`src/shared/amr_pkg.sv`:
```
// constants and types shared by the converter control block
package amr_pkg;

    // register byte offsets
    localparam logic [7:0] AMR_CHAN_REF_OFF  = 8'h00;
    localparam logic [7:0] AMR_CTRL_OFF      = 8'h04;
    localparam logic [7:0] AMR_MISC_OFF      = 8'h08;
    localparam logic [7:0] AMR_RESULT_OFF    = 8'h0C;
    localparam logic [7:0] AMR_IRQ_STAT_OFF  = 8'h10;
    localparam logic [7:0] AMR_IRQ_MASK_OFF  = 8'h14;

    // channel_ref_select fields
    localparam int AMR_REF_HI_BIT    = 7;
    localparam int AMR_REF_LO_BIT    = 6;
    localparam int AMR_LADJ_BIT      = 5;
    localparam int AMR_CHAN_MSB      = 4;

    // converter_control_status fields
    localparam int AMR_EN_BIT        = 7;
    localparam int AMR_START_BIT     = 6;
    localparam int AMR_FREE_BIT      = 5;
    localparam int AMR_FLAG_BIT      = 4;
    localparam int AMR_IE_BIT        = 3;
    localparam int AMR_DIV_MSB       = 2;

    // analog_misc_control fields
    localparam int AMR_EXT_REF_BIT   = 0;
    localparam int AMR_REF_OUT_BIT   = 1;

    // interrupt status / mask fields
    localparam int AMR_IRQ_DONE_BIT  = 0;
    localparam int AMR_IRQ_ABORT_BIT = 1;

    // reset values
    localparam logic [7:0] AMR_CHAN_REF_RST = 8'h00;
    localparam logic [7:0] AMR_CTRL_RST     = 8'h00;
    localparam logic [1:0] AMR_MISC_RST     = 2'h0;
    localparam logic [1:0] AMR_IRQ_RST      = 2'h0;

    // conversion lengths in converter clock cycles
    localparam logic [4:0] AMR_CYC_INIT = 5'h19;
    localparam logic [4:0] AMR_CYC_NORM = 5'h0D;

    typedef enum logic [1:0]
    {
        AMR_REF_SUPPLY   = 2'h0,
        AMR_REF_EXTERNAL = 2'h1,
        AMR_REF_INT_1V1  = 2'h2,
        AMR_REF_INT_2V56 = 2'h3
    } amr_ref_src_t;

    typedef enum logic [1:0]
    {
        AMR_ST_IDLE = 2'b01,
        AMR_ST_BUSY = 2'b10
    } amr_state_t;

endpackage : amr_pkg

```
`src/shared/amr_clk_if.sv`:
```
// carrier between the control logic and the converter clock prescaler
`timescale 1ns/10ps
interface amr_clk_if;
    logic [2:0] div_sel;
    logic       run;
    logic       tick;

    modport ctrl
    (
        output div_sel,
        output run,
        input  tick
    );

    modport gen
    (
        input  div_sel,
        input  run,
        output tick
    );
endinterface : amr_clk_if

```
`src/rtl/amr_prescaler.sv`:
```
// converter clock prescaler: one-cycle enable pulse every 2..128 system clocks
`timescale 1ns/10ps
module amr_prescaler
(
    // clock and reset
    input  wire logic pclk,
    input  wire logic presetn,
    // control side
    amr_clk_if.gen    clk_port
);
    import amr_pkg::*;

    logic [6:0] cnt_q;
    logic [6:0] limit;
    logic       tick_q;

    always_comb
    begin
        if (clk_port.div_sel <= 3'h1)
            limit = 7'h01;
        else
            limit = 7'((8'h01 << clk_port.div_sel) - 8'h01);
    end

    // counter restarts while the converter is off so the first tick is a full period away
    always_ff @(posedge pclk or negedge presetn)
    begin
        if (!presetn)
        begin
            cnt_q  <= 7'h00;
            tick_q <= 1'b0;
        end
        else if (!clk_port.run)
        begin
            cnt_q  <= 7'h00;
            tick_q <= 1'b0;
        end
        else if (cnt_q >= limit)
        begin
            cnt_q  <= 7'h00;
            tick_q <= 1'b1;
        end
        else
        begin
            cnt_q  <= cnt_q + 7'h01;
            tick_q <= 1'b0;
        end
    end

    assign clk_port.tick = tick_q;

endmodule : amr_prescaler

```
`src/rtl/amr_top.sv`:
```
// converter control: reference and input selection, start, busy and done over APB
// Overview of operation
// - The reference pin is driven only while the converter is on and ref output is enabled.
// - With ref output on, select 01 gives the 1.1V and 11 the 2.56V reference on the pin.
// - Low select bit 0 picks supply or external pin by the external bit, 01 and 11 internal.
// - A reference change during a conversion takes effect only after that conversion ends.
// - After any reference select change the next conversion lasts 25 converter cycles.
// - The result reads left-adjusted when the left-adjust bit is set, at once.
// - A channel change during a conversion takes effect only after that conversion ends.
// - Channel codes with top bit clear pick single-ended inputs, code 0 1111 reserved.
// - Channel codes with top bit set pick a differential pair by bits 3:1, gain by bit 0.
// - Writing the enable bit switches the converter on or off; off aborts a conversion.
// - Writing one to start begins a conversion; free running needs only the first start.
// - The first conversion after enabling lasts 25 converter cycles, later ones 13 unless the reference select changed.
// - Start reads one while a conversion runs and writing zero to it does nothing.
// - The done flag sets when a result is stored and clears when written with one.
// - The converter clock is the system clock divided by 2 to 128 per the divider field.
//
// The register offsets and the APB slave port were decided locally.
`timescale 1ns/10ps
module amr_top
(
    // clock and reset
    input  wire logic                pclk,
    input  wire logic                presetn,
    // apb slave
    input  wire logic                psel,
    input  wire logic                penable,
    input  wire logic                pwrite,
    input  wire logic [7:0]          paddr,
    input  wire logic [31:0]         pwdata,
    output logic                     pready,
    output logic [31:0]              prdata,
    output logic                     pslverr,
    // analog core
    input  wire logic [9:0]          core_result,
    output logic                     core_enable,
    output logic                     core_clk_en,
    output logic                     core_busy,
    output logic                     core_init,
    output amr_pkg::amr_ref_src_t    ref_source,
    output logic                     chan_diff,
    output logic [3:0]               chan_index,
    output logic                     chan_gain_20x,
    // reference output pin
    output logic                     ref_output_pin_oe_n,
    output logic                     ref_output_2v56,
    // interrupt
    output logic                     irq
);
    import amr_pkg::*;

    amr_clk_if  clk_bus ();

    amr_state_t state_q;
    logic [7:0] chan_ref_q;
    logic       en_q;
    logic       free_q;
    logic [2:0] div_q;
    logic [1:0] misc_q;
    logic [1:0] irq_stat_q;
    logic [1:0] irq_mask_q;
    logic [9:0] result_q;
    logic [4:0] cyc_q;
    logic [4:0] len_q;
    logic       init_need_q;
    logic       ref_changed_q;
    logic [2:0] app_ref_q;
    logic [4:0] app_chan_q;
    logic       pready_q;
    logic       pslverr_q;
    logic [31:0] prdata_q;
    logic       irq_q;

    logic       wr;
    logic       wr_ctrl;
    logic       wr_chan;
    logic       en_d;
    logic       start_req;
    logic       conv_end;
    logic       restart;
    logic       abort;
    logic       mapped;
    logic [31:0] rd_d;
    logic [15:0] result_view;

    amr_prescaler u_prescaler
    (
        .pclk     (pclk),
        .presetn  (presetn),
        .clk_port (clk_bus.gen)
    );

    assign clk_bus.div_sel = div_q;
    assign clk_bus.run     = en_q;

    // bus decode; writes take effect at the access edge where pready is high
    assign wr      = psel && penable && pwrite && pready_q;
    assign wr_ctrl = wr && (paddr == AMR_CTRL_OFF);
    assign wr_chan = wr && (paddr == AMR_CHAN_REF_OFF);
    assign en_d    = wr_ctrl ? pwdata[AMR_EN_BIT] : en_q;
    // only a one written to start matters, and only while idle
    assign start_req = wr_ctrl && pwdata[AMR_START_BIT] && pwdata[AMR_EN_BIT]
                       && (state_q == AMR_ST_IDLE);
    assign abort    = (state_q == AMR_ST_BUSY) && !en_d;
    assign conv_end = (state_q == AMR_ST_BUSY) && en_d && clk_bus.tick
                      && (cyc_q == len_q - 5'h01);
    // free running restarts itself after each result
    assign restart  = conv_end && free_q;

    always_ff @(posedge pclk or negedge presetn)
    begin
        if (!presetn)
            state_q <= AMR_ST_IDLE;
        else
        begin
            unique case (state_q)
                AMR_ST_IDLE:
                begin
                    if (start_req)
                        state_q <= AMR_ST_BUSY;
                end
                AMR_ST_BUSY:
                begin
                    if (abort || (conv_end && !restart))
                        state_q <= AMR_ST_IDLE;
                end
                default:
                    state_q <= AMR_ST_IDLE;
            endcase
        end
    end

    always_ff @(posedge pclk or negedge presetn)
    begin
        if (!presetn)
        begin
            chan_ref_q <= AMR_CHAN_REF_RST;
            en_q       <= AMR_CTRL_RST[AMR_EN_BIT];
            free_q     <= AMR_CTRL_RST[AMR_FREE_BIT];
            div_q      <= AMR_CTRL_RST[AMR_DIV_MSB:0];
            misc_q     <= AMR_MISC_RST;
            irq_mask_q <= AMR_IRQ_RST;
        end
        else
        begin
            if (wr_chan)
                chan_ref_q <= pwdata[7:0];
            if (wr_ctrl)
            begin
                en_q   <= pwdata[AMR_EN_BIT];
                free_q <= pwdata[AMR_FREE_BIT];
                div_q  <= pwdata[AMR_DIV_MSB:0];
                irq_mask_q[AMR_IRQ_DONE_BIT] <= pwdata[AMR_IE_BIT];
            end
            if (wr && (paddr == AMR_MISC_OFF))
                misc_q <= pwdata[1:0];
            if (wr && (paddr == AMR_IRQ_MASK_OFF))
                irq_mask_q <= pwdata[1:0];
        end
    end

    // initialization pending from enabling until the first conversion starts
    // a write that changes the select bits forces a long conversion next
    always_ff @(posedge pclk or negedge presetn)
    begin
        if (!presetn)
        begin
            init_need_q   <= 1'b1;
            ref_changed_q <= 1'b0;
        end
        else
        begin
            if (!en_d)
                init_need_q <= 1'b1;
            else if (start_req)
                init_need_q <= 1'b0;
            if (wr_chan && (pwdata[7:6] != chan_ref_q[7:6]))
                ref_changed_q <= 1'b1;
            else if (start_req || restart)
                ref_changed_q <= 1'b0;
        end
    end

    // conversion length and cycle count in converter clocks
    always_ff @(posedge pclk or negedge presetn)
    begin
        if (!presetn)
        begin
            cyc_q <= 5'h00;
            len_q <= AMR_CYC_NORM;
        end
        else if (start_req || restart)
        begin
            cyc_q <= 5'h00;
            len_q <= (init_need_q || ref_changed_q) ? AMR_CYC_INIT : AMR_CYC_NORM;
        end
        else if ((state_q == AMR_ST_BUSY) && clk_bus.tick)
            cyc_q <= cyc_q + 5'h01;
    end

    // reference and channel follow the register only between conversions
    always_ff @(posedge pclk or negedge presetn)
    begin
        if (!presetn)
        begin
            app_ref_q  <= 3'h0;
            app_chan_q <= 5'h00;
        end
        else if ((state_q == AMR_ST_IDLE && !start_req) || conv_end)
        begin
            app_ref_q  <= {chan_ref_q[AMR_REF_HI_BIT:AMR_REF_LO_BIT], misc_q[AMR_EXT_REF_BIT]};
            app_chan_q <= chan_ref_q[AMR_CHAN_MSB:0];
        end
    end

    always_ff @(posedge pclk or negedge presetn)
    begin
        if (!presetn)
            result_q <= 10'h000;
        else if (conv_end)
            result_q <= core_result;
    end

    // done flag: a completion in the clearing cycle wins
    always_ff @(posedge pclk or negedge presetn)
    begin
        if (!presetn)
            irq_stat_q <= AMR_IRQ_RST;
        else
        begin
            if (conv_end)
                irq_stat_q[AMR_IRQ_DONE_BIT] <= 1'b1;
            else if ((wr_ctrl && pwdata[AMR_FLAG_BIT])
                     || (wr && paddr == AMR_IRQ_STAT_OFF && pwdata[AMR_IRQ_DONE_BIT]))
                irq_stat_q[AMR_IRQ_DONE_BIT] <= 1'b0;
            if (abort)
                irq_stat_q[AMR_IRQ_ABORT_BIT] <= 1'b1;
            else if (wr && paddr == AMR_IRQ_STAT_OFF && pwdata[AMR_IRQ_ABORT_BIT])
                irq_stat_q[AMR_IRQ_ABORT_BIT] <= 1'b0;
        end
    end

    always_ff @(posedge pclk or negedge presetn)
    begin
        if (!presetn)
            irq_q <= 1'b0;
        else
            irq_q <= |(irq_stat_q & irq_mask_q);
    end

    // layout is applied on read, so a change shows at once
    assign result_view = chan_ref_q[AMR_LADJ_BIT] ? {result_q, 6'h00} : {6'h00, result_q};

    always_comb
    begin
        rd_d   = 32'h0000_0000;
        mapped = 1'b1;
        unique case (paddr)
            AMR_CHAN_REF_OFF: rd_d[7:0]  = chan_ref_q;
            AMR_CTRL_OFF:     rd_d[7:0]  = {en_q, state_q == AMR_ST_BUSY, free_q,
                                            irq_stat_q[AMR_IRQ_DONE_BIT],
                                            irq_mask_q[AMR_IRQ_DONE_BIT], div_q};
            AMR_MISC_OFF:     rd_d[1:0]  = misc_q;
            AMR_RESULT_OFF:   rd_d[15:0] = result_view;
            AMR_IRQ_STAT_OFF: rd_d[1:0]  = irq_stat_q;
            AMR_IRQ_MASK_OFF: rd_d[1:0]  = irq_mask_q;
            default:          mapped     = 1'b0;
        endcase
    end

    // answer in the first access cycle; data captured in the setup cycle
    always_ff @(posedge pclk or negedge presetn)
    begin
        if (!presetn)
        begin
            pready_q  <= 1'b0;
            pslverr_q <= 1'b0;
            prdata_q  <= 32'h0000_0000;
        end
        else
        begin
            pready_q  <= psel && !penable;
            pslverr_q <= psel && !penable && !mapped;
            if (psel && !penable && !pwrite)
                prdata_q <= rd_d;
        end
    end

    // outputs toward the analog core and the pin
    amr_ref_src_t ref_src_q;
    logic         core_en_q;
    logic         clk_en_q;
    logic         busy_q;
    logic         init_q;
    logic         diff_q;
    logic [3:0]   index_q;
    logic         gain_q;
    logic         oe_n_q;
    logic         lvl_q;

    always_ff @(posedge pclk or negedge presetn)
    begin
        if (!presetn)
        begin
            ref_src_q <= AMR_REF_SUPPLY;
            core_en_q <= 1'b0;
            clk_en_q  <= 1'b0;
            busy_q    <= 1'b0;
            init_q    <= 1'b0;
            diff_q    <= 1'b0;
            index_q   <= 4'h0;
            gain_q    <= 1'b0;
            oe_n_q    <= 1'b1;
            lvl_q     <= 1'b0;
        end
        else
        begin
            if (!app_ref_q[1])
                ref_src_q <= app_ref_q[0] ? AMR_REF_EXTERNAL : AMR_REF_SUPPLY;
            else
                ref_src_q <= app_ref_q[2] ? AMR_REF_INT_2V56 : AMR_REF_INT_1V1;
            core_en_q <= en_q;
            clk_en_q  <= clk_bus.tick;
            busy_q    <= (state_q == AMR_ST_BUSY);
            init_q    <= (state_q == AMR_ST_BUSY) && (len_q == AMR_CYC_INIT);
            // single-ended index, pair index and gain
            diff_q    <= app_chan_q[4];
            index_q   <= app_chan_q[4] ? {1'b0, app_chan_q[3:1]} : app_chan_q[3:0];
            gain_q    <= app_chan_q[4] && app_chan_q[0];
            // drive only with converter on and output enabled
            // 1.1V for 01, 2.56V for 11; 10 and 00 leave the pin undriven
            oe_n_q    <= !(en_q && misc_q[AMR_REF_OUT_BIT] && app_ref_q[1]);
            lvl_q     <= app_ref_q[2];
        end
    end

    assign pready              = pready_q;
    assign pslverr             = pslverr_q;
    assign prdata              = prdata_q;
    assign core_enable         = core_en_q;
    assign core_clk_en         = clk_en_q;
    assign core_busy           = busy_q;
    assign core_init           = init_q;
    assign ref_source          = ref_src_q;
    assign chan_diff           = diff_q;
    assign chan_index          = index_q;
    assign chan_gain_20x       = gain_q;
    assign ref_output_pin_oe_n = oe_n_q;
    assign ref_output_2v56     = lvl_q;
    assign irq                 = irq_q;

endmodule : amr_top

```
`config.mk`:
```
export PLATFORM = sky130hd
export DESIGN_NAME = amr_top
export DESIGN_NICKNAME = d
export VERILOG_FILES = /design/src/shared/amr_pkg.sv /design/src/shared/amr_clk_if.sv /design/src/rtl/amr_prescaler.sv /design/src/rtl/amr_top.sv
export SDC_FILE = /design/constraint.sdc
export NUM_CORES = 1
export LEC_CHECK = 0
export BUFFER_PORTS_ARGS = -buffer_cell sky130_fd_sc_hd__buf_2
export CELL_PAD_IN_SITES_DETAIL_PLACEMENT = 0
export CELL_PAD_IN_SITES_GLOBAL_PLACEMENT = 1
export CORE_ASPECT_RATIO = 0.5
export CORE_MARGIN = 2
export CORE_UTILIZATION = 42
export DETAILED_ROUTE_END_ITERATION = 16
export MAX_ROUTING_LAYER = met4
export PLACE_DENSITY = 0.78
export REMOVE_ABC_BUFFERS = 1
export SLEW_MARGIN = 20
export SYNTH_ARGS = -nofsm -noshare
export SYNTH_HDL_FRONTEND = slang
export SYNTH_SLANG_ARGS = --single-unit
```
`constraint.sdc`:
```
create_clock -name pclk -period 3.6 [get_ports pclk]
set_input_delay 0.18 -clock pclk [delete_from_list [all_inputs] [get_ports pclk]]
set_output_delay 0.18 -clock pclk [all_outputs]
set_load 0.01 [all_outputs]
```
==> impl_metrics.py <==
metrics = {
    "run_status": {
        "status": "complete, no violations",
    },
    "final_layout": {
        "diodes": 0,
        "nets": 493,
        "register_area_um2": 2230,
        "stdcell_count": 567,
        "fin_area_um2": 4930,
        "drive_gt1_frac": 0.262,
        "multi_input_area_um2": 1840,
        "syn2layout_area_growth_pct": 16.2,
        "n_fill_cell": 881,
    },
    "timing": {
        "min_period_ps": 2870,
        "final_max_slew_viol_count": 0,
        "rsz0062_at_grt": "no",
        "hold_viol_final": 0,
        "max_slew_margin": 0.456,
        "final.setup.tns_ps": 0,
        "worst_pin_slew_ps": 811,
        "finalClockSkew_ps": 6.45,
        "period_share": 0.797,
        "setup_viol": 0,
        "fmax_mhz": 348,
    },
    "die": {
        "start_util": 0.441,
        "die-area_um2": 11000,
        "coreArea_um2": 9630,
        "die_y_um": 75.1,
        "ioPinCount": 104,
        "rows": 25,
        "die_w_um": 146,
    },
    "global_route": {
        "antenna_found_initial": 0,
        "grt_pass1_vias": 2782,
        "grt_max_degree": 59,
        "grtUsageTotal": 0.173,
        "grt-ovfl-total": 0,
        "grt_pass1_wl_mm": 14.0,
    },
    "critical_path": {
        "crit_arrival_ps": 3130,
        "cp-end-kind": "flip-flop",
        "worstSetupPathType": "flip-flop to flip-flop",
        "crit_buf_inv": 0,
        "cp-start-kind": "flip-flop",
        "crit_path_max_fanout": 9,
        "critical_path.slowest_cell": "dfrtp_1",
        "rrSetupSlack_ps": 730,
        "cp.required_ps": 3860,
        "crit_path_cell_trace": "or3_1, ha_1, xor2_1, nand2_1, ha_1, a21o_1, a21o_1, a211oi_1, o21ai_1, nor2_1",
        "slowest_delay_ps": 490,
        "cpLargestDelayFamily": "compound AO/OA/AOI/OAI gates",
    },
    "cts": {
        "cts_buffers": 9,
        "clock-sinks": 89,
        "clockBufferDepth": 2,
        "postCtsSetupBuffers": 0,
        "worstSkewPairLatency_ps": 340,
        "cts-root-buf": "clkbuf_16",
        "cts_tree": "done",
        "cts-resized-gates": 0,
        "h-tree-depth": 3,
        "clk_pin_slew_ps": 60,
    },
    "place": {
        "hpwlAfterDp_mm": 6.07,
        "port_buffers": 63,
        "postPlaceCellArea_um2": 4610,
        "place.gp.congestion": 0.825,
        "dp.cells": 550,
    },
    "pwr": {
        "ir_drop_uv": 207,
        "seqPwrFrac": 0.488,
        "p_leak_uw": 0.00250,
        "p_switching_uw": 426,
        "power-per-cell-area_nw_per_um2": 418,
        "internal_power_uw": 1640,
        "p_clk_frac": 0.472,
        "combPwrFrac": 0.040,
        "switching_share": 0.207,
    },
    "synthesis": {
        "synth.avg_cell_area_um2": 11.7,
        "synth_edf_count": 0,
        "netlist_top_cells_count": "dfrtp_1 (85), nor2_1 (27), nand2_1 (24)",
        "ys_ff_latch": 89,
        "synthArstFlopShare": 1.00,
        "netlist_area_um2": 4240,
        "synth_top_area_frac": 0.501,
        "synthTopCellsByArea": "dfrtp_1 (50%), mux2_2 (5.0%), mux2_1 (4.8%)",
        "synthMostInstantiatedCell": "dfrtp_1",
        "synth_cell_types": 54,
        "seq_area_frac_synth": 0.526,
        "yosys.area.top_type": "dfrtp_1",
        "synthFlopType": "dfrtp_1",
        "synthCells": 363,
        "yosysWarnings": 0,
    },
    "routing": {
        "drc": 0,
        "drtAntennaViolNets": 0,
        "first_iter_violations": 133,
        "dr.pass1.iters": 4,
        "vias": 2809,
        "wl_per_cell_um": 14.8,
        "via_per_inst": 4.95,
        "wirelength_mm": 8.40,
    },
    "hold_path": {
        "hold_class": "input port to flip-flop",
    },
    "run": {
        "cap_violations": 0,
    },
}
flip-flops by register name, indices dropped and copies added (netlist names), 3 cells and up:
signal,flops
app_chan_q,5
prdata,16
app_ref_q,3
chan_index,4
u_prescaler.cnt_q,7
result_q,10
chan_ref_q,8
clk_bus.div_sel,3
cyc_q,5
through the flow:
| stage | hold WS [ps] | utilization | total power [uW] | setup WS [ps] |
|---|---|---|---|---|
| 6_report | 31.6 | 0.512 | 2060 | 730 |
| 5_1_grt | 31.2 | 0.512 | 2130 | 505 |
| 4_1_cts | 18.5 | 0.512 | 2080 | 729 |
| 3_5_place_dp | 290 | 0.479 | 1110 | 755 |
| 3_3_place_gp | 280 | 0.479 | 1110 | 798 |
| 2_1_floorplan | -116 | - | 1050 | 1120 |
power by group through the flow:
stage | clock network [uW] | registers, uW | logic, uW
5_1_grt | 1030 | 1010 | 93.8
2_1_floorplan | 0 | 1020 | 26.8
6_report | 974 | 1010 | 82.4
4_1_cts | 992 | 1010 | 83.8
3_5_place_dp | 0 | 1020 | 82.7
3_3_place_gp | 0 | 1020 | 82.4
layout by cell type, fill, tap and decap left out, drive strengths merged, types with 8 or more instances in the layout:
master  count
nand3      11
nor2       27
xor2        8
clkbuf     12
a22o        9
dfrtp      85
mux2i      14
nand2      24
conb       17
a21oi       9
buf        65
ha         11
inv        12
o21ai      13
mux2       38
area by class of cell:
class / instances / area share
well taps: 135 / 0.0343
flip-flops and latches: 89 / 0.453
clock buffers: 12 / 0.0480
clock inverters: 4 / 0.0142
multi-input cells: 249 / 0.372
inverters: 12 / 0.00913
repair buffers: 66 / 0.0695
worst register-to-register path, cell delays in order (launching register included):
cell,delay (ps)
dfrtp_1,490
or3_1,420
ha_1,250
xor2_1,170
nand2_1,70
ha_1,310
a21o_1,160
a21o_1,180
a211oi_1,320
o21ai_1,270
nor2_1,160
kinds of logic after synthesis:
| family | share of synthesized area |
|---|---|
| buffers and inverters | 0.0548 |
| adders and majority gates | 0.0324 |
| AOI/OAI and AO/OA | 0.0864 |
| other | 0.00177 |
| xor gates and xnor gates | 0.0310 |
| and+or+nand+nor | 0.122 |
| DFF | 0.526 |
| muxes | 0.146 |
worst paths after layout:
kind	depth (start not counted)	endpoint	startpoint
min reg2reg	0	core_clk_en	u_prescaler.clk_port.tick
min in group asynchronous	2	ref_source[0]	presetn
min	2	pready	penable
max	10	u_prescaler.cnt_q[4]	clk_bus.div_sel[2]
max in group asynchronous	3	app_chan_q[1]	presetn
max reg2reg	10	u_prescaler.cnt_q[4]	clk_bus.div_sel[2]
timing repair:
item / 4_1_cts / 5_1_grt
endpoints found under the setup margin: 0 / 0
hold endpoints to repair: 53 / 0
hold buffers: 1 / 0
metal layers:
metal | track usage | up-vias | part of all wire
li1 | - | 1372 | -
met3 | 0.0515 | 10 | 0.055
met5 | - | - | 0
met4 | 0.0561 | 0 | 0.011
met2 | 0.269 | 74 | 0.44
met1 | 0.221 | 1353 | 0.49
Note: power is estimated with default switching activity, not from simulation.
